$ cat src/shared/usbep0_pkg.sv
package usbep0_pkg;
	// register byte offsets on the ahb-lite slave
	localparam logic [3:0] USBEP0_OFS_CSR = 4'h0;
	localparam logic [3:0] USBEP0_OFS_FIFO = 4'h4;
	localparam logic [3:0] USBEP0_OFS_COUNT = 4'h8;
	localparam logic [3:0] USBEP0_OFS_MODE = 4'hC;
	// ep0_ctrl_status_reg field positions
	localparam int USBEP0_B_RXRDY = 0;
	localparam int USBEP0_B_TXRDY = 1;
	localparam int USBEP0_B_STALL_SENT = 2;
	localparam int USBEP0_B_DATA_END = 3;
	localparam int USBEP0_B_PREM_END = 4;
	localparam int USBEP0_B_STALL_REQ = 5;
	localparam int USBEP0_B_SERVICED = 6;
	localparam int USBEP0_B_PREM_ACK = 7;
	localparam logic [7:0] USBEP0_CSR_RESET = 8'h00;
	// endpoint 0 sizes
	localparam logic [6:0] USBEP0_MAX_PKT = 7'h40;
	localparam logic [6:0] USBEP0_SETUP_LEN = 7'h08;
	localparam int USBEP0_DEPTH = 64;
	localparam logic [6:0] USBEP0_CNT_ZERO = 7'h00;
	localparam logic [31:0] USBEP0_RD_ZERO = 32'h0000_0000;
	// setup byte positions used by the decoder
	localparam logic [6:0] USBEP0_SETUP_TYPE_IDX = 7'h00;
	localparam logic [6:0] USBEP0_SETUP_LEN_LO = 7'h06;
	localparam logic [6:0] USBEP0_SETUP_LEN_HI = 7'h07;

	typedef enum logic [2:0]
	{
		USBEP0_M_IDLE = 3'b000,
		USBEP0_M_TX = 3'b001,
		USBEP0_M_RX = 3'b010,
		USBEP0_M_ST_IN = 3'b011,
		USBEP0_M_ST_OUT = 3'b100
	} usbep0_mode_t;

	typedef enum logic [1:0]
	{
		USBEP0_TOK_SETUP = 2'b00,
		USBEP0_TOK_OUT = 2'b01,
		USBEP0_TOK_IN = 2'b10
	} usbep0_tok_t;

	typedef enum logic [1:0]
	{
		USBEP0_RSP_ACK = 2'b00,
		USBEP0_RSP_NAK = 2'b01,
		USBEP0_RSP_STALL = 2'b10,
		USBEP0_RSP_DATA = 2'b11
	} usbep0_rsp_t;

	typedef enum logic [1:0]
	{
		USBEP0_RK_SETUP = 2'b00,
		USBEP0_RK_DATA = 2'b01,
		USBEP0_RK_STATUS = 2'b10,
		USBEP0_RK_DISCARD = 2'b11
	} usbep0_rk_t;

	// from the usb protocol engine
	typedef struct packed
	{
		logic tok_valid;
		usbep0_tok_t tok_kind;
		logic rx_valid;
		logic [7:0] rx_data;
		logic rx_done;
		logic rx_ok;
		logic tx_pop;
		logic tx_ack;
	} usbep0_link_in_t;

	// to the usb protocol engine
	typedef struct packed
	{
		logic rsp_valid;
		usbep0_rsp_t rsp_kind;
		logic [6:0] tx_len;
		logic [7:0] tx_data;
	} usbep0_link_out_t;
endpackage

$ cat src/verilog/usbep0_fifo.sv
`timescale 1ns/1ps
module usbep0_fifo
(
	input wire logic hclk,
	input wire logic hresetn,
	input wire logic flush,
	input wire logic push,
	input wire logic [7:0] din,
	input wire logic pop,
	output logic [7:0] dout,
	output logic [6:0] count
);
	import usbep0_pkg::*;

	typedef struct packed
	{
		logic [USBEP0_DEPTH-1:0][7:0] mem;
		logic [5:0] wptr;
		logic [5:0] rptr;
		logic [6:0] cnt;
	} usbep0_fifo_st_t;

	usbep0_fifo_st_t st_ff;
	usbep0_fifo_st_t nxt_st;
	logic do_push;
	logic do_pop;

	// a full push and an empty pop are dropped so the pointers never wrap past each other
	assign do_push = push && (st_ff.cnt != USBEP0_MAX_PKT);
	assign do_pop = pop && (st_ff.cnt != USBEP0_CNT_ZERO);
	assign dout = st_ff.mem[st_ff.rptr];
	assign count = st_ff.cnt;

	always_comb
	begin
		nxt_st = st_ff;
		if (flush)
		begin
			nxt_st.wptr = 6'h00;
			nxt_st.rptr = 6'h00;
			nxt_st.cnt = USBEP0_CNT_ZERO;
		end
		else
		begin
			if (do_push)
			begin
				nxt_st.mem[st_ff.wptr] = din;
				nxt_st.wptr = st_ff.wptr + 6'h01;
			end
			if (do_pop)
				nxt_st.rptr = st_ff.rptr + 6'h01;
			if (do_push && !do_pop)
				nxt_st.cnt = st_ff.cnt + 7'h01;
			else if (do_pop && !do_push)
				nxt_st.cnt = st_ff.cnt - 7'h01;
		end
	end

	always_ff @(posedge hclk or negedge hresetn)
	begin
		if (!hresetn)
			st_ff <= '0;
		else
			st_ff <= nxt_st;
	end
endmodule // usbep0_fifo

$ cat src/verilog/usbep0_ctrl.sv
// Operation
// software sets serviced bit 6 after unloading the 8-byte setup command
// software loads at most one max packet per turn, then sets transmit-ready bit 1
// final reply packet: software sets transmit-ready and data-end bit 3 together
// status stage completion raises the endpoint 0 interrupt
// serviced plus stall-request bit 5: next data token stalled, stall-sent set, interrupt
// token after data-end beyond expected data gets stall, stall-sent bit 2, interrupt
// endpoint 0 modes idle, tx, rx; reset enters idle
// receive-ready set in idle marks a new device request
// device decodes setup for data phase and direction, switches fifo itself
// no data phase stays idle, out phase goes rx, in phase goes tx
// valid packet stored in fifo sets receive-ready bit 0 and interrupts
// acknowledged transmit clears transmit-ready bit 1 and interrupts
// protocol violation ends transaction with stall-sent bit 2 and interrupt
// transfer ended before data-end sets premature-end bit 4 and interrupts
// service routine checks stall-sent and premature-end first, aborting to idle
// in idle software accepts only received data, then unloads the setup packet
// in tx each interrupt is a served in token; load more or set data-end
// in rx software unloads each packet; data-end when done, else serviced
// setup packets whose command is not exactly 8 bytes are rejected
// premature-end acknowledge bit 7 clears the premature-end flag
// each status flag stays set until software clears it; hardware also clears receive-ready, transmit-ready and data-end
`timescale 1ns/1ps
module usbep0_ctrl
(
	input wire logic hclk,
	input wire logic hresetn,
	input wire logic hsel,
	input wire logic [31:0] haddr,
	input wire logic [1:0] htrans,
	input wire logic hwrite,
	input wire logic [2:0] hsize,
	input wire logic [31:0] hwdata,
	input wire logic hready,
	output logic hreadyout,
	output logic hresp,
	output logic [31:0] hrdata,
	input wire usbep0_pkg::usbep0_link_in_t link_in,
	output usbep0_pkg::usbep0_link_out_t link_out,
	output logic ep0_irq
);
	import usbep0_pkg::*;

	typedef struct packed
	{
		usbep0_mode_t mode;
		logic [7:0] csr;
		logic setup_pending;
		logic setup_dir_in;
		logic setup_has_data;
		logic fifo_dir_in;
		logic rx_sink;
		usbep0_rk_t rx_kind;
		logic [6:0] rx_cnt;
		logic rx_over;
		logic sending;
		logic send_status;
		logic dp_wr;
		logic [3:0] dp_addr;
		logic [31:0] rdata;
		logic irq;
		logic rsp_valid;
		usbep0_rsp_t rsp_kind;
		logic [6:0] tx_len;
	} usbep0_st_t;

	usbep0_st_t st_ff;
	usbep0_st_t nxt_st;
	logic ap_valid;
	logic fifo_flush;
	logic fifo_push;
	logic [7:0] fifo_din;
	logic fifo_pop;
	logic [7:0] fifo_dout;
	logic [6:0] fifo_count;
	logic [7:0] wbits;
	usbep0_mode_t rd_mode;

	assign ap_valid = hsel && hready && htrans[1];
	assign wbits = hwdata[7:0];
	// status stages read as idle
	// software only tracks idle, tx and rx, so the inner status steps stay hidden
	assign rd_mode = (st_ff.mode == USBEP0_M_TX || st_ff.mode == USBEP0_M_RX) ? st_ff.mode : USBEP0_M_IDLE;
	// zero wait state: read data is sampled at the address phase, writes land in the data phase
	assign hreadyout = 1'b1;
	assign hresp = 1'b0;
	assign hrdata = st_ff.rdata;
	assign ep0_irq = st_ff.irq;
	assign link_out.rsp_valid = st_ff.rsp_valid;
	assign link_out.rsp_kind = st_ff.rsp_kind;
	assign link_out.tx_len = st_ff.tx_len;
	assign link_out.tx_data = fifo_dout;

	usbep0_fifo u_fifo
	(
		.hclk(hclk),
		.hresetn(hresetn),
		.flush(fifo_flush),
		.push(fifo_push),
		.din(fifo_din),
		.pop(fifo_pop),
		.dout(fifo_dout),
		.count(fifo_count)
	);

	always_comb
	begin
		nxt_st = st_ff;
		nxt_st.irq = 1'b0;
		nxt_st.rsp_valid = 1'b0;
		fifo_flush = 1'b0;
		fifo_push = 1'b0;
		fifo_din = link_in.rx_data;
		fifo_pop = 1'b0;

		// register bus: address phase
		if (ap_valid)
		begin
			nxt_st.dp_wr = hwrite;
			nxt_st.dp_addr = haddr[3:0];
			nxt_st.rdata = USBEP0_RD_ZERO;
			if (!hwrite)
			begin
				case (haddr[3:0])
					USBEP0_OFS_CSR: nxt_st.rdata = {24'h00_0000, st_ff.csr};
					USBEP0_OFS_FIFO:
					begin
						nxt_st.rdata = {24'h00_0000, fifo_dout};
						fifo_pop = !st_ff.fifo_dir_in;
					end
					USBEP0_OFS_COUNT: nxt_st.rdata = {25'h000_0000, fifo_count};
					USBEP0_OFS_MODE: nxt_st.rdata = {28'h000_0000, st_ff.fifo_dir_in, rd_mode};
					default: nxt_st.rdata = USBEP0_RD_ZERO;
				endcase
			end
		end
		else
			nxt_st.dp_wr = 1'b0;

		// register bus: write data phase; software clears come before hardware sets below
		if (st_ff.dp_wr && st_ff.dp_addr == USBEP0_OFS_FIFO && st_ff.fifo_dir_in)
		begin
			fifo_din = wbits;
			fifo_push = 1'b1;
		end
		if (st_ff.dp_wr && st_ff.dp_addr == USBEP0_OFS_CSR)
		begin
			// stall-sent clear
			if (wbits[USBEP0_B_STALL_SENT])
				nxt_st.csr[USBEP0_B_STALL_SENT] = 1'b0;
			// premature-end acknowledge
			if (wbits[USBEP0_B_PREM_ACK])
				nxt_st.csr[USBEP0_B_PREM_END] = 1'b0;
			// stall request latch
			nxt_st.csr[USBEP0_B_STALL_REQ] = wbits[USBEP0_B_STALL_REQ];
			// transmit-ready set
			if (wbits[USBEP0_B_TXRDY])
				nxt_st.csr[USBEP0_B_TXRDY] = 1'b1;
			// data-end set
			if (wbits[USBEP0_B_DATA_END])
				nxt_st.csr[USBEP0_B_DATA_END] = 1'b1;
			// serviced clears receive-ready
			if (wbits[USBEP0_B_SERVICED])
			begin
				nxt_st.csr[USBEP0_B_RXRDY] = 1'b0;
				fifo_flush = 1'b1;
				// pick the data phase mode
				if (st_ff.mode == USBEP0_M_IDLE && st_ff.setup_pending)
				begin
					nxt_st.setup_pending = 1'b0;
					if (wbits[USBEP0_B_STALL_REQ])
						nxt_st.mode = st_ff.setup_dir_in ? USBEP0_M_TX : USBEP0_M_RX;
					else if (!st_ff.setup_has_data || wbits[USBEP0_B_DATA_END])
						nxt_st.mode = USBEP0_M_ST_IN;
					else if (st_ff.setup_dir_in)
						nxt_st.mode = USBEP0_M_TX;
					else
						nxt_st.mode = USBEP0_M_RX;
					// fifo direction follows the decoded request
					nxt_st.fifo_dir_in = st_ff.setup_dir_in && st_ff.setup_has_data;
				end
				// last packet unloaded in rx
				else if (st_ff.mode == USBEP0_M_RX && wbits[USBEP0_B_DATA_END])
					nxt_st.mode = USBEP0_M_ST_IN;
			end
		end

		// link: tokens
		if (link_in.tok_valid)
		begin
			nxt_st.rsp_valid = 1'b1;
			nxt_st.rsp_kind = USBEP0_RSP_NAK;
			nxt_st.tx_len = USBEP0_CNT_ZERO;
			if (link_in.tok_kind == USBEP0_TOK_SETUP)
			begin
				// new setup before data-end
				if ((st_ff.mode == USBEP0_M_TX || st_ff.mode == USBEP0_M_RX) && !st_ff.csr[USBEP0_B_DATA_END])
				begin
					nxt_st.csr[USBEP0_B_PREM_END] = 1'b1;
					nxt_st.irq = 1'b1;
				end
				// setup is always taken; its answer waits for the end of the packet
				nxt_st.rsp_valid = 1'b0;
				nxt_st.mode = USBEP0_M_IDLE;
				nxt_st.csr[USBEP0_B_TXRDY] = 1'b0;
				nxt_st.csr[USBEP0_B_DATA_END] = 1'b0;
				nxt_st.csr[USBEP0_B_RXRDY] = 1'b0;
				nxt_st.setup_pending = 1'b0;
				nxt_st.setup_has_data = 1'b0;
				nxt_st.fifo_dir_in = 1'b0;
				nxt_st.sending = 1'b0;
				nxt_st.rx_sink = 1'b1;
				nxt_st.rx_kind = USBEP0_RK_SETUP;
				nxt_st.rx_cnt = USBEP0_CNT_ZERO;
				nxt_st.rx_over = 1'b0;
				fifo_flush = 1'b1;
			end
			else if (st_ff.csr[USBEP0_B_STALL_REQ] && st_ff.mode != USBEP0_M_IDLE)
			begin
				// software asked to stall this request
				nxt_st.rsp_kind = USBEP0_RSP_STALL;
				nxt_st.csr[USBEP0_B_STALL_REQ] = 1'b0;
				nxt_st.csr[USBEP0_B_STALL_SENT] = 1'b1;
				nxt_st.csr[USBEP0_B_TXRDY] = 1'b0;
				nxt_st.csr[USBEP0_B_DATA_END] = 1'b0;
				nxt_st.mode = USBEP0_M_IDLE;
				nxt_st.irq = 1'b1;
			end
			else if (link_in.tok_kind == USBEP0_TOK_IN)
			begin
				case (st_ff.mode)
					USBEP0_M_TX:
					begin
						if (st_ff.csr[USBEP0_B_TXRDY])
						begin
							nxt_st.rsp_kind = USBEP0_RSP_DATA;
							nxt_st.tx_len = fifo_count;
							nxt_st.sending = 1'b1;
							nxt_st.send_status = 1'b0;
						end
					end
					USBEP0_M_ST_IN:
					begin
						nxt_st.rsp_kind = USBEP0_RSP_DATA;
						nxt_st.sending = 1'b1;
						nxt_st.send_status = 1'b1;
					end
					USBEP0_M_ST_OUT:
					begin
						// in token after the last packet
						nxt_st.rsp_kind = USBEP0_RSP_STALL;
						nxt_st.csr[USBEP0_B_STALL_SENT] = 1'b1;
						nxt_st.csr[USBEP0_B_DATA_END] = 1'b0;
						nxt_st.mode = USBEP0_M_IDLE;
						nxt_st.irq = 1'b1;
					end
					USBEP0_M_RX:
					begin
						// host went to status early
						nxt_st.csr[USBEP0_B_PREM_END] = 1'b1;
						nxt_st.mode = USBEP0_M_IDLE;
						nxt_st.irq = 1'b1;
					end
					default: nxt_st.rsp_kind = USBEP0_RSP_NAK;
				endcase
			end
			else
			begin
				case (st_ff.mode)
					USBEP0_M_RX:
					begin
						if (st_ff.csr[USBEP0_B_RXRDY])
							nxt_st.rsp_kind = USBEP0_RSP_NAK;
						else
						begin
							nxt_st.rsp_valid = 1'b0;
							nxt_st.rx_sink = 1'b1;
							nxt_st.rx_kind = USBEP0_RK_DATA;
						end
					end
					USBEP0_M_ST_OUT:
					begin
						nxt_st.rsp_valid = 1'b0;
						nxt_st.rx_sink = 1'b1;
						nxt_st.rx_kind = USBEP0_RK_STATUS;
					end
					USBEP0_M_ST_IN:
					begin
						// out token after data-end
						nxt_st.rsp_kind = USBEP0_RSP_STALL;
						nxt_st.csr[USBEP0_B_STALL_SENT] = 1'b1;
						nxt_st.csr[USBEP0_B_DATA_END] = 1'b0;
						nxt_st.mode = USBEP0_M_IDLE;
						nxt_st.irq = 1'b1;
					end
					USBEP0_M_TX:
					begin
						// early status; loaded in data is flushed
						nxt_st.csr[USBEP0_B_PREM_END] = 1'b1;
						nxt_st.csr[USBEP0_B_TXRDY] = 1'b0;
						nxt_st.mode = USBEP0_M_IDLE;
						nxt_st.fifo_dir_in = 1'b0;
						nxt_st.sending = 1'b0;
						nxt_st.irq = 1'b1;
						nxt_st.rsp_valid = 1'b0;
						nxt_st.rx_sink = 1'b1;
						nxt_st.rx_kind = USBEP0_RK_DISCARD;
						fifo_flush = 1'b1;
					end
					default: nxt_st.rsp_kind = USBEP0_RSP_NAK;
				endcase
			end
			nxt_st.rx_cnt = USBEP0_CNT_ZERO;
			nxt_st.rx_over = 1'b0;
		end

		// link: received bytes
		if (st_ff.rx_sink && link_in.rx_valid)
		begin
			if (st_ff.rx_cnt == USBEP0_MAX_PKT)
				nxt_st.rx_over = 1'b1;
			else
				nxt_st.rx_cnt = st_ff.rx_cnt + 7'h01;
			if (st_ff.rx_kind == USBEP0_RK_SETUP || st_ff.rx_kind == USBEP0_RK_DATA)
			begin
				fifo_din = link_in.rx_data;
				fifo_push = 1'b1;
			end
			// decode direction and length while the setup streams in
			if (st_ff.rx_kind == USBEP0_RK_SETUP)
			begin
				if (st_ff.rx_cnt == USBEP0_SETUP_TYPE_IDX)
					nxt_st.setup_dir_in = link_in.rx_data[7];
				if ((st_ff.rx_cnt == USBEP0_SETUP_LEN_LO || st_ff.rx_cnt == USBEP0_SETUP_LEN_HI)
					&& link_in.rx_data != 8'h00)
					nxt_st.setup_has_data = 1'b1;
			end
		end

		// link: end of a received packet
		if (st_ff.rx_sink && link_in.rx_done)
		begin
			nxt_st.rx_sink = 1'b0;
			nxt_st.rsp_valid = link_in.rx_ok;
			nxt_st.rsp_kind = USBEP0_RSP_ACK;
			if (!link_in.rx_ok)
			begin
				if (st_ff.rx_kind != USBEP0_RK_STATUS)
					fifo_flush = 1'b1;
			end
			else
			begin
				case (st_ff.rx_kind)
					USBEP0_RK_SETUP:
					begin
						// wrong length setup is dropped unanswered
						if (st_ff.rx_cnt != USBEP0_SETUP_LEN || st_ff.rx_over)
						begin
							nxt_st.rsp_valid = 1'b0;
							fifo_flush = 1'b1;
						end
						else
						begin
							// new request in idle
							nxt_st.setup_pending = 1'b1;
							// setup stored
							nxt_st.csr[USBEP0_B_RXRDY] = 1'b1;
							nxt_st.irq = 1'b1;
						end
					end
					USBEP0_RK_DATA:
					begin
						if (st_ff.rx_over)
						begin
							// oversized out packet
							nxt_st.rsp_kind = USBEP0_RSP_STALL;
							nxt_st.csr[USBEP0_B_STALL_SENT] = 1'b1;
							nxt_st.mode = USBEP0_M_IDLE;
							fifo_flush = 1'b1;
						end
						else
							// data packet stored
							nxt_st.csr[USBEP0_B_RXRDY] = 1'b1;
						nxt_st.irq = 1'b1;
					end
					USBEP0_RK_STATUS:
					begin
						if (st_ff.rx_cnt != USBEP0_CNT_ZERO || st_ff.rx_over)
						begin
							// non-empty status packet
							nxt_st.rsp_kind = USBEP0_RSP_STALL;
							nxt_st.csr[USBEP0_B_STALL_SENT] = 1'b1;
						end
						// read request completed
						nxt_st.mode = USBEP0_M_IDLE;
						nxt_st.csr[USBEP0_B_DATA_END] = 1'b0;
						nxt_st.fifo_dir_in = 1'b0;
						nxt_st.irq = 1'b1;
					end
					default: nxt_st.rsp_kind = USBEP0_RSP_ACK;
				endcase
			end
		end

		// link: transmit side
		if (st_ff.sending && link_in.tx_pop && !st_ff.send_status)
			fifo_pop = 1'b1;
		if (st_ff.sending && link_in.tx_ack)
		begin
			nxt_st.sending = 1'b0;
			nxt_st.irq = 1'b1;
			if (st_ff.send_status)
			begin
				// status stage done
				nxt_st.mode = USBEP0_M_IDLE;
				nxt_st.csr[USBEP0_B_DATA_END] = 1'b0;
			end
			else
			begin
				// packet taken by the host
				nxt_st.csr[USBEP0_B_TXRDY] = 1'b0;
				if (st_ff.csr[USBEP0_B_DATA_END])
				begin
					nxt_st.mode = USBEP0_M_ST_OUT;
					nxt_st.fifo_dir_in = 1'b0;
				end
			end
		end
		// serviced and prem-ack are strobes and never read back
		nxt_st.csr[USBEP0_B_SERVICED] = 1'b0;
		nxt_st.csr[USBEP0_B_PREM_ACK] = 1'b0;
	end

	// reset lands in idle
	always_ff @(posedge hclk or negedge hresetn)
	begin
		if (!hresetn)
		begin
			st_ff <= '0;
			st_ff.mode <= USBEP0_M_IDLE;
			st_ff.csr <= USBEP0_CSR_RESET;
		end
		else
			st_ff <= nxt_st;
	end
endmodule // usbep0_ctrl

$ cat config.mk
export PLATFORM = sky130hd
export DESIGN_NAME = usbep0_ctrl
export DESIGN_NICKNAME = d
export VERILOG_FILES = /design/src/shared/usbep0_pkg.sv /design/src/verilog/usbep0_fifo.sv /design/src/verilog/usbep0_ctrl.sv
export SDC_FILE = /design/constraint.sdc
export NUM_CORES = 1
export LEC_CHECK = 0
export BUFFER_PORTS_ARGS = -buffer_cell sky130_fd_sc_hd__buf_2
export CAP_MARGIN = 20
export CORE_MARGIN = 5
export CORE_UTILIZATION = 40
export CTS_CLUSTER_SIZE = 8
export DETAILED_ROUTE_END_ITERATION = 16
export GPL_TIMING_DRIVEN = 1
export PLACE_DENSITY = 0.66
export SYNTH_ARGS = -nofsm -noshare
export SYNTH_HDL_FRONTEND = slang
export SYNTH_SLANG_ARGS = --single-unit
$ cat constraint.sdc
create_clock -name hclk -period 5.31 [get_ports hclk]
set_input_delay 0.531 -clock hclk [delete_from_list [all_inputs] [get_ports hclk]]
set_output_delay 0.531 -clock hclk [all_outputs]
set_load 0.005 [all_outputs]
==> summary.md, run 1 <==
| Metric | Value |
|---|---|
| CTS tree | built |
| # port buffers | 60 |
| Sequential share of power | 0.411 |
| Comb pwr share | 0.216 |
| CTS max path bufs | 3 |
| PD cells | about 400 mW/mm^2 |
| Final ANT Viol Nets | 0 |
| Hold-fix buffers, CTS | 0 |
| Final #Nets | between 2,000 and 2,500 |
| Nature of the critical path startpoint | flip-flop |
| Hold Violations, Final | 7 |
| Drt wl/cell | about 24 um |
| R2r setup slk | between 1000 and 1500 ps |
| Slew @ Worst Pin | between 1000 and 1500 ps |
| Vias in the first global route | 18,300 |
| Cells after Synth | about 2,000 |
| Syn_area_per_cell | about 14 um^2 |
| Cells on worst reg2reg path | 12 |
| DRC | 0 |
| Synthesized flop and latch total | roughly 580 |
| Area delta synth->final | 11.2% |
| RR Endpoint | u_fifo.count[6] |
| Die Width | about 280 um |
| Final Setup Violations | 0 |
| Unique masters post-synth | slightly below 70 |
| Hold Worst Slack | -16.8 ps |
| HPWL after detailed placement | between 40,000 and 50,000 um |
| Fin cells | 2,999 |
| Design area | 0.0315 mm^2 |
| Critical path arrival | between 3000 and 4000 ps |
| Global-route wire length before repair | between 100,000 and 150,000 um |
| Outcome | finished with violations |
| Die Span Y | 276 um |
| CTS clk-pin slew, worst paths | about 50 ps |
| Pin count of the biggest net entering global routing | 133 |
| Fin util | 0.449 |
| Leakage | 13.9 nW |
| Worst clock skew | 15.0 ps |
| Tmin final | 4270 ps |
| Max Cap Violations | 0 |
| Final period util | 0.803 |
| Sw power | roughly 3.6 mW |
| Worst min path class | input pin to async pin |
| Root buffer cell | clkbuf_16 |
| Starting density of the core | 0.404 |
| Total power draw | 12.4 mW |
| Dominant synthesized flop cell | dfrtp_1 |
| Clock net sink count | 581 |
| Critical Path Fanout Max | 32 |
| Drt total wl | around 70,000 um |
| RD Place Congestion | slightly above 0.8 |
| Via density | between 5 and 6 |
| Worst rel slew slack | 0.274 |
| Initial antenna violation count | 0 |
| Cell Area, Placed | around 0.029 mm^2 |
| Syn Std Cell Area | roughly 0.028 mm^2 |
| Ports | ~140 |
| Post-synth EDFFs | 0 |
| Unrepaired setup endpoints after global routing | no |
| Number of buffers created by CTS | between 80 and 90 |
| Core area | about 0.07 mm^2 |
| Yosys warns | 0 |
| Fill count | a little over 6,000 |
| Gr ovfl total | 0 |
| DRT iter0 DRCs | roughly 1,300 |
| Setup tns final | 0 ps |
| Worst R2R Start | st_ff[59] |
| Register area share after synthesis | 0.514 |
| Layout cell share with drive strength beyond 1 | 0.419 |
| Failing checks | hold timing |
| Slew Limit Fails | 0 |
| Ant diodes | 0 |
| Power share of the clock group | 0.373 |
| Critical path class | flip-flop to output port |
| H-tree depth | 3 |
| Number of vias in the routed layout | around 17,000 |
| Post-Place Cells | about 2,900 |
| GRT Util Overall | 0.184 |
| Required @ worst endpoint | ~4800 ps |
| Worst-Skew Late Latency | about 600 ps |
| P_int | slightly below 9 mW |
| Switching share of power | 0.289 |
| Drt pass-1 iters | 5 |
| Post-CTS resize count | 0 |
| Peak VDD IR | 0.000235 V |
| Post-CTS Repair Setup Buffers | 0 |
| Endpoint class of the critical path | output port |
| Async SR Flop Fraction | 1.00 |
| Row count | 97 |
| Die area | 0.0762 mm^2 |
| Max Clk Rate | between 200 and 250 MHz |
==> worst max-delay path: stages, from the launching register on <==
cell,delay (ps)
dfrtp_4,910
buf_4,490
mux4_2,350
o22ai_1,110
nor4_1,790
nand2_1,100
o21ai_0,120
buf_2,160
==> synthesized netlist by cell type (4+ instances only) <==
master | instances | area (um^2)
and2_1 | 4 | 25.0
and3_1 | 9 | 56.3
nor3_2 | 5 | 50.1
mux4_2 | 101 | 2270
nor2_1 | 53 | 199
buf_1 | 17 | 63.8
mux2_2 | 524 | 5900
xnor2_1 | 9 | 78.8
o22ai_1 | 29 | 181
a211oi_1 | 11 | 82.6
nand2_1 | 64 | 240
nand3b_1 | 12 | 90.1
a211o_1 | 8 | 70.1
o21bai_1 | 4 | 30.0
ha_1 | 14 | 175
o221ai_1 | 16 | 140
clkbuf_1 | 109 | 409
buf_4 | 44 | 330
or2_2 | 4 | 25.0
nor3_4 | 30 | 488
a21oi_1 | 36 | 180
mux2_1 | 8 | 90.1
nand4_1 | 5 | 31.3
nor3_1 | 12 | 60.1
a21o_1 | 5 | 37.5
nor3b_1 | 8 | 60.1
dfrtp_1 | 581 | 14500
a22oi_1 | 22 | 165
o21ai_0 | 29 | 145
or3_1 | 5 | 31.3
a22o_1 | 14 | 123
o211ai_1 | 8 | 60.1
nand3_1 | 52 | 260
nor4_1 | 5 | 31.3
inv_1 | 18 | 67.6
nor2b_1 | 13 | 81.3
xor2_1 | 8 | 70.1
nand2b_1 | 4 | 25.0
buf_2 | 17 | 85.1
mux2i_1 | 83 | 831
==> cells in the final DEF (no fill, tap or decap), types with 11 or more instances in the layout <==
master / netlist / final
nor2b_1: 13 / 12
nand2_1: 64 / 64
dfrtp_1: 581 / 579
ha_1: 14 / 14
a21oi_1: 36 / 36
a22oi_1: 22 / 22
nand3_1: 52 / 52
buf_4: 44 / 20
mux2i_1: 83 / 83
inv_1: 18 / 18
buf_2: 17 / 59
nor3_4: 30 / 30
mux2_2: 524 / 532
o22ai_1: 29 / 29
a211oi_1: 11 / 11
conb_1: 2 / 26
nand3b_1: 12 / 12
mux4_2: 101 / 101
nor3_1: 12 / 12
clkbuf_16: 0 / 87
o221ai_1: 16 / 16
a22o_1: 14 / 14
o21ai_0: 29 / 29
nor2_1: 53 / 52
==> how the worst max path moves through the flow <==
| stage | cells after the start | end | from | slack (ps) |
|---|---|---|---|---|
| 5_1_grt | 7 | link_out[3] | u_fifo.st_ff[7] | 840 |
| 2_1_floorplan | 10 | u_fifo.count[6] | u_fifo.count[3] | 1930 |
| 3_5_place_dp | 12 | u_fifo.count[6] | st_ff[59] | 1210 |
| 6_report | 7 | link_out[7] | u_fifo.st_ff[7] | 1040 |
| 3_3_place_gp | 12 | u_fifo.count[6] | st_ff[59] | 1320 |
| 4_1_cts | 6 | link_out[3] | u_fifo.st_ff[7] | 1020 |
==> through the flow <==
step | hold slack (ps) | worst slack (ps)
after floorplan | 235 | 1930
after global placement | 481 | 1320
after detailed placement | 490 | 1210
after CTS | 41.5 | 1020
after global routing | 61.9 | 841
final | -16.8 | 1040
==> layer usage <==
| layer | vias to the layer above | global-route usage | part of all wire |
|---|---|---|---|
| met5 | - | 0 | 0 |
| met4 | 0 | 0.0671 | 0.032 |
| met3 | 137 | 0.0366 | 0.058 |
| met2 | 525 | 0.293 | 0.48 |
| met1 | 9234 | 0.252 | 0.43 |
| li1 | 7535 | - | - |
==> cell families after synthesis <==
logic type                 share of synthesized area
and+or+nand+nor                               0.0667
buffers and inverters                         0.0355
other                                       0.000265
xor gates and xnor gates                     0.00526
adders and majority gates                    0.00690
muxes                                          0.321
DFF                                            0.514
AOI/OAI and AO/OA                             0.0503
==> final cells by class <==
| cell class | count | area (um^2) | share of cell area |
|---|---|---|---|
| sequential | 581 | 14500 | 0.462 |
| multi-input combinational | 1280 | 12900 | 0.409 |
| inverter | 18 | 67.6 | 0.00215 |
| clock buffer | 89 | 2180 | 0.0694 |
| tap | 940 | 1180 | 0.0373 |
| clock inverter | 2 | 13.8 | 0.000437 |
| timing repair buffer | 89 | 633 | 0.0201 |
==> sequential cells by signal, summed over array words and instances, names as in the netlist <==
name          flops
ep0_irq           1
hrdata            8
link_out         10
st_ff            31
u_fifo.count      7
u_fifo.st_ff    524
==> power by group through the flow <==
stage	clock [mW]	combinational, mW	sequential, mW
floorplan	0	1.99	4.93
global placement	0	2.63	5.14
CTS	4.73	2.68	5.11
global route	4.90	2.87	5.15
finish	4.63	2.68	5.11
detailed placement	0	2.67	5.17
No activity file was read; power rests on OpenSTA's default activity.
==> run 2: changes to the inputs <==
Settings changed: PLACE_DENSITY 0.66 to 0.68.
Clock period 5.31 ns to 3.5 ns, I/O delays scaled along.
==> run 2 against run 1 <==
  * The run now ends clean
  * Global-route usage grew 0.12 points
  * Register-to-register slack lost 890 ps
  * First-iteration DRC count shrank 6.4%
  * Critical path depth is the same
  * Critical path type unchanged
  * Largest power group unchanged
==> summary.md, run 2 (same netlist as run 1, synthesis figures left out) <==
| Metric | Value |
|---|---|
| Outcome | complete, no violations |
| Critical path class | flip-flop to output port |
| Drt total wl | 71,200 um (+0.23%) |
| Number of buffers created by CTS | 82 (unchanged) |
| Max Cap Violations | 0 (unchanged) |
| CTS max path bufs | 3 (unchanged) |
| Number of vias in the routed layout | 17,800 (+2.1%) |
| Cells on worst reg2reg path | 12 (unchanged) |
| Slew Limit Fails | 0 (unchanged) |
| RD Place Congestion | 0.847 (+1.8%) |
| Kind of cell adding the most delay to the critical path | simple AND/OR/NAND/NOR gates |
| Hold Violations, Final | 0 (-7) |
| Buf/Inv on CP | 3 (+1) |
| CTS clk-pin slew, worst paths | 50 ps (about the same) |
| H-tree depth | 3 (unchanged) |
| Max Clk Rate | between 200 and 300 MHz |
| Slew @ Worst Pin | 990 ps (-90.8 ps) |
| R2r setup slk | 290 ps (-890 ps) |
| Final Setup Violations | 0 (unchanged) |
| Ports | 143 (unchanged) |
| Final period util | 0.987 |
| Area delta synth->final | 13.8% |
| CP max stage cell | or4_1 |
| Initial antenna violation count | 3 (+3) |
| Via density | 5.81 (-0.11%) |
| Vias in the first global route | 18,900 (+2.9%) |
| Core area | 0.0701 mm^2 (unchanged) |
| Peak VDD IR | 0.000367 V (+56%) |
| GRT Util Overall | 0.185 (+0.00121) |
| Layout cell share with drive strength beyond 1 | 0.443 (+0.0246) |
| Die Span Y | 276 um (unchanged) |
| Worst-Skew Late Latency | 610 ps (about the same) |
| Largest stage delay, worst path | 630 ps (-280 ps) |
| Worst clock skew | 27.8 ps (+12.8 ps) |
| Worst rel slew slack | 0.339 (+0.0647) |
| DRC | 0 (unchanged) |
| Worst min path class | input pin to flip-flop |
| Die Width | 276 um (unchanged) |
| RR Endpoint | u_fifo.count[6] |
| Endpoint class of the critical path | output port |
| HP Start | link_in[11] |
| Final #Nets | 2,223 (+3.1%) |
| Unrepaired setup endpoints after global routing | no |
| Clock net sink count | 581 (unchanged) |
| Drt wl/cell | 23.2 um (-1.9%) |
| CTS tree | built |
| Die area | 0.0762 mm^2 (unchanged) |
| Most used cell, CP | buf_4 |
| Biggest register | u_fifo.st_ff |
| Global-route wire length before repair | 113,000 um (+1.1%) |
| Starting density of the core | 0.404 (unchanged) |
| Hold Path Depth | 2 |
| Required @ worst endpoint | 3150 ps (-1630 ps) |
| Tmin final | approximately 3500 ps |
| Commonest non-fill, non-tap cell in the layout | dfrtp_1 |
| Fill count | 6,089 (-2.0%) |
| Critical path arrival | 3100 ps (-630 ps) |
| Nature of the critical path startpoint | flip-flop |
| # port buffers | 60 (unchanged) |
| Drt pass-1 iters | 5 (unchanged) |
| Critical Path Fanout Max | 10 (-69%) |
| Leakage | 14.3 nW (+2.7%) |
| Highest-count cells in the layout ignoring fill and taps | dfrtp_1, mux2_2, mux4_2, clkbuf_16, mux2i_1 |
| Max FFs per register | 524 (unchanged) |
| PD cells | 593 mW/mm^2 (+50%) |
| Row count | 97 (unchanged) |
| Setup tns final | 0 ps (unchanged) |
| Pin count of the biggest net entering global routing | 114 (-14%) |
| HPWL after detailed placement | 46,900 um (+1.2%) |
| Worst R2R Start | u_fifo.count[5] |
| DRT iter0 DRCs | 1,251 (-6.4%) |
| Hold path endpoint | st_ff[63] |
| Gr ovfl total | 0 (unchanged) |
| Critical Path Stages | 7 (unchanged) |
| Root buffer cell | clkbuf_16 |
| Total power draw | 19.1 mW (+54%) |
| Final ANT Viol Nets | 0 (unchanged) |
| CP cell instances | buf_4 -> buf_4 -> mux4_2 -> o22ai_1 -> or4_1 -> o21ai_0 -> buf_2 |
## run 2: cell types whose count changed in the layout (fill, tap and decap cells not counted), sizes merged
cell / previous run / this run
clkbuf: 90 / 86
dlygate4sd3: 0 / 6
diode: 0 / 1
inv: 19 / 20
buf: 88 / 149
## run 2: per-layer routing
layer / global-route usage / wire, um / vias to the layer above
met5: 0 / 31 / -
met4: 0.0813 / 2800 / 4
met1: 0.247 / 30300 / 9379
met2: 0.295 / 34000 / 556
met3: 0.0380 / 4100 / 163
li1: - / - / 7688
## run 2: repair_timing
action,in CTS,in global routing
buffers inserted,10,0
gates cloned,0,0
gates resized for setup,5,19
hold endpoints to repair,81,0
hold buffers,6,0
pin swaps,1,1
endpoints found under the setup margin,8,7
## run 2: power breakdown
part / switching [mW] / internal [mW] / total [mW]
registers: 0.392 / 7.20 / 7.59
logic: 2.44 / 2.14 / 4.58
clock network: 2.69 / 4.23 / 6.91
## run 2: worst register-to-register path, delay by kind of cell, from the launching register on
family / cells / cell delay, ps
AND/OR/NAND/NOR: 6 / 1550
buffers and inverters: 2 / 240
flip-flops: 1 / 450
AO/OA/AOI/OAI: 3 / 710
adder cells (fa/ha/maj): 1 / 200
## run 2: layout make-up
class | count | area (um^2) | share of cell area
well taps | 940 | 1180 | 0.0365
clock buffers | 86 | 2130 | 0.0662
multi-input cells | 1280 | 12900 | 0.402
repair buffers | 155 | 1320 | 0.0409
flip-flops and latches | 581 | 14500 | 0.452
diodes | 1 | 2.50 | 0.0000777
clock inverters | 3 | 22.5 | 0.000699
inverters | 18 | 67.6 | 0.00210
## run 2: worst max-delay path by stage
stage               startpoint               to  slack, ps
2_1_floorplan  u_fifo.count[3]  u_fifo.count[6]        120
3_3_place_gp          haddr[1]  u_fifo.count[6]        160
3_5_place_dp          haddr[1]  u_fifo.count[6]        100
4_1_cts        u_fifo.st_ff[7]      link_out[0]          3
5_1_grt        u_fifo.st_ff[7]      link_out[3]          4
6_report       u_fifo.st_ff[7]      link_out[7]         50
## run 2: metrics by stage
stage	area (um^2)	utilization	worst slack (ps)	std cells	hold slack (ps)
after floorplan	28400	-	120	2070	54.4
after global placement	29800	0.425	160	2958	418
after detailed placement	29800	0.425	102	2958	417
after CTS	32100	0.458	2.53	3063	35.8
after global routing	32200	0.459	4.49	3063	58.6
final	32200	0.459	46.7	3064	62.3
==> run 3: changes to the inputs <==
Settings changed: ABC_AREA from default to 1, SETUP_SLACK_MARGIN from default to 0.5.
==> run 3 against run 2 <==
  * Combinational power grew 74%
  * Power rose by 18%
  * Flip-flop and latch count unchanged
  * Hold slack got worse by 27 ps
  * Synthesized area increased by 9.2%
  * Register-to-register slack improved by 350 ps
  * Maximum frequency up 13%
  * Clock power rose by 3.2%
==> summary.md, run 3 <==
| Metric | Value |
|---|---|
| Outcome | complete, no violations |
| Worst min path class | input pin to flip-flop |
| Hold Violations, Final | 0 (unchanged) |
| Sw power | 8.42 mW (+52%) |
| Dominant synthesized flop cell | dfrtp_1 |
| Commonest non-fill, non-tap cell in the layout | nand2_1 |
| Top-count cell post-synth | nand2_1 |
| Global-route wire length before repair | 157,000 um (+40%) |
| Highest-count cells in the layout ignoring fill and taps | nand2_1, nand3_1, dfrtp_1, inv_1, nor2_1 |
| Async SR Flop Fraction | 1.00 (unchanged) |
| PD cells | 625 mW/mm^2 (+5.4%) |
| Max FFs per register | 524 (unchanged) |
| Slew Limit Fails | 0 (unchanged) |
| Unique masters post-synth | 47 (-32%) |
| Final period util | 0.875 (-0.111) |
| Vias in the first global route | 27,800 (+47%) |
| CTS max path bufs | 3 (unchanged) |
| Worst R2R Start | st_ff[59] |
| Critical Path Fanout Max | 19 (+9) |
| Final #Nets | 4,432 (+99%) |
| Hold Worst Slack | 35.5 ps (-26.8 ps) |
| HPWL after detailed placement | 59,500 um (+27%) |
| Die Width | 288 um (+4.3%) |
| Critical Path Stages | 12 (+5) |
| Fill count | 7,604 (+25%) |
| Initial antenna violation count | 0 (-3) |
| Fin cells | 5,374 (+75%) |
| Number of vias in the routed layout | 29,000 (+63%) |
| Gr ovfl total | 0 (unchanged) |
| Total power draw | 22.5 mW (+18%) |
| H-tree depth | 3 (unchanged) |
| Pin count of the biggest net entering global routing | 83 (-27%) |
| GRT Util Overall | 0.237 (+0.0514) |
| Drt total wl | 99,700 um (+40%) |
| CTS clk-pin slew, worst paths | 50 ps (about the same) |
| Post-synth EDFFs | 0 (unchanged) |
| Number of buffers created by CTS | 82 (unchanged) |
| Unrepaired setup endpoints after global routing | yes |
| Final Setup Violations | 0 (unchanged) |
| Critical path class | flip-flop to output port |
| Final ANT Viol Nets | 0 (unchanged) |
| DRC | 0 (unchanged) |
| Critical path arrival | 2710 ps (-390 ps) |
| Commonest cells in the netlist | nand2_1, nand3_1, dfrtp_1 |
| Die Span Y | 288 um (+4.3%) |
| Biggest register | u_fifo.st_ff |
| Worst rel slew slack | 0.349 (+0.0101) |
| Power share of the clock group | 0.318 (-0.044) |
| Slew @ Worst Pin | 974 ps (-15.3 ps) |
| # port buffers | 60 (unchanged) |
| CP cell instances | buf_12 -> inv_8 -> buf_12 -> nand2_1 -> nand2_1 -> nand2_1 -> nand3_1 -> nand3_1 -> nand2_2 -> nand3_4 -> nand2_4 -> buf_2 |
| Ports | 143 (unchanged) |
| Nature of the critical path startpoint | flip-flop |
| Via density | 5.39 (-7.2%) |
| Row count | 102 (+5.2%) |
| Leakage | 18.6 nW (+30%) |
| Crit path to | link_out[3] |
| DRT iter0 DRCs | 2,946 (+140%) |
| Root buffer cell | clkbuf_16 |
| Most used cell, CP | nand2_1 |
| Buf/Inv on CP | 4 (+1) |
| Area delta synth->final | 16.2% |
| Layout cell share with drive strength beyond 1 | 0.120 (-0.323) |
| Clock net sink count | 581 (unchanged) |
| CTS tree | built |
| Fin util | 0.466 (+0.00704) |
| Sequential share of power | 0.327 (-0.071) |
| Drt wl/cell | 18.5 um (-20%) |
| Cells on worst reg2reg path | 19 (+7) |
| CP max stage cell | dfrtp_4 |
| Peak VDD IR | 0.000421 V (+15%) |
| Cells taking the most area after synthesis | dfrtp_1, nand2_1, nand3_1 |
| Worst Setup SP | u_fifo.st_ff[7] |
| Die area | 0.0829 mm^2 (+8.9%) |
| Setup tns final | 0 ps (unchanged) |
| Cell taking the most area after synthesis | dfrtp_1 |
| Kind of cell adding the most delay to the critical path | simple AND/OR/NAND/NOR gates |
| Max Cap Violations | 0 (unchanged) |
| Largest stage delay, worst path | 540 ps (-90 ps) |
| Ant diodes | 0 (-1) |
| Endpoint class of the critical path | output port |
| Syn Std Cell Area | 0.0309 mm^2 (+9.2%) |
| Syn_area_per_cell | 7.26 um^2 (-48%) |
| Tmin final | 3060 ps (-390 ps) |
| Starting density of the core | 0.401 (-0.00250) |
| Synthesized flop and latch total | 581 (unchanged) |
| Switching share of power | 0.375 (+0.0854) |
| RR Endpoint | u_fifo.count[6] |
| Max Clk Rate | 326 MHz (+13%) |
| Worst clock skew | 23.9 ps (-3.83 ps) |
| Register area share after synthesis | 0.470 (-0.0433) |
| RD Place Congestion | 0.880 (+3.9%) |
| Worst-Skew Late Latency | 620 ps (about the same) |
| Post-Place Cells | 5,237 (+77%) |
| Drt pass-1 iters | 6 (+1) |
| Cells after Synth | 4,257 (+110%) |
| Core area | 0.0771 mm^2 (+9.9%) |
| Yosys warns | 0 (unchanged) |
| Yosys top cell area share | 0.470 (-0.0433) |
| R2r setup slk | 640 ps (+350 ps) |
| HP Start | haddr[3] |
| P_int | 14.0 mW (+3.5%) |
| Comb pwr share | 0.355 (+0.115) |
| Required @ worst endpoint | 3150 ps (about the same) |
[run 3: cell count changes after synthesis, sizes merged, moves of 21 or more]
cell / change
o211ai: +28
inv: +229
nand3: +719
a22oi: -21
nand2: +1797
o22ai: -23
mux4: -101
nor3: -27
mux2: -530
nor2: +163
nand4: +25
o21ai: +71
mux2i: -83
buf: +100
[run 3: timing repair]
item                       in CTS  in global routing
setup endpoints to repair       9                 10
hold endpoints to repair       55                  0
resized for setup              91                 48
pin swaps                      21                 16
setup buffers                  23                  2
gates cloned                   13                  4
hold buffers                    4                  0
[run 3: metal layers]
layer  wire length (um)  GRT usage  share of wire
met5                  0          0              0
met4               4010     0.0888          0.040
met3               8250     0.0443          0.083
met2              44400      0.363           0.45
met1              43000      0.334           0.43
[run 3: kinds of logic (layout without fill, tap and decap cells)]
kind of cell / Yosys count / count (layout) / synth area share
AO/OA/AOI/OAI: 216 / 216 / 0.0409
buffers and inverters: 525 / 578 / 0.0830
XOR/XNOR: 5 / 5 / 0.00142
AND/OR/NAND/NOR: 2911 / 2911 / 0.397
other: 2 / 26 / 0.000243
adder cells (fa/ha/maj): 15 / 15 / 0.00631
multiplexers: 2 / 2 / 0.000729
flip-flops: 581 / 581 / 0.470
[run 3: worst register-to-register path, cell delays in order, from the launching register on]
cell	delay [ps]
dfrtp_1	390
inv_1	80
ha_1	230
inv_1	100
nand2_1	70
nand2_1	120
o21ai_0	140
nand2_1	130
inv_2	90
nand2_4	140
inv_1	80
fa_1	400
inv_1	90
nand4_1	100
nand3_1	110
xor2_1	170
nand3b_1	130
nand3_1	80
nand2_1	60
inv_1	40
[run 3: worst min path at each step]
stage	slack, ps	cells past startpoint	endpoint
floorplan	50	0	ep0_irq
global placement	370	1	u_fifo.st_ff[349]
detailed placement	380	1	u_fifo.st_ff[347]
CTS	6	3	st_ff[46]
global route	30	3	st_ff[46]
finish	40	3	st_ff[46]
[run 3: layout make-up]
type | instances | area (um^2) | area share
Timing Repair inverter | 2 | 20.0 | 0.000557
Multi-Input combinational cell | 3175 | 14400 | 0.400
Sequential cell | 581 | 14500 | 0.405
Clock buffer | 89 | 2150 | 0.0599
Tap cell | 1040 | 1300 | 0.0362
Timing Repair Buffer | 234 | 2560 | 0.0714
Inverter | 251 | 963 | 0.0268
Clock inverter | 2 | 17.5 | 0.000487
[run 3: stage by stage]
step / instance area, um^2 / setup slack [ps]
2_1_floorplan: 31000 / 835
4_1_cts: 35600 / 441
5_1_grt: 35900 / 389
3_3_place_gp: 32500 / 364
6_report: 35900 / 436
3_5_place_dp: 32500 / 372
[run 3: power by group through the flow]
stage	clock, mW	sequential [mW]	combinational, mW
finish	7.13	7.35	7.98
CTS	7.24	7.34	7.52
floorplan	0	7.35	4.22
detailed placement	0	7.48	6.20
global placement	0	7.47	6.19
global route	7.52	7.38	8.49
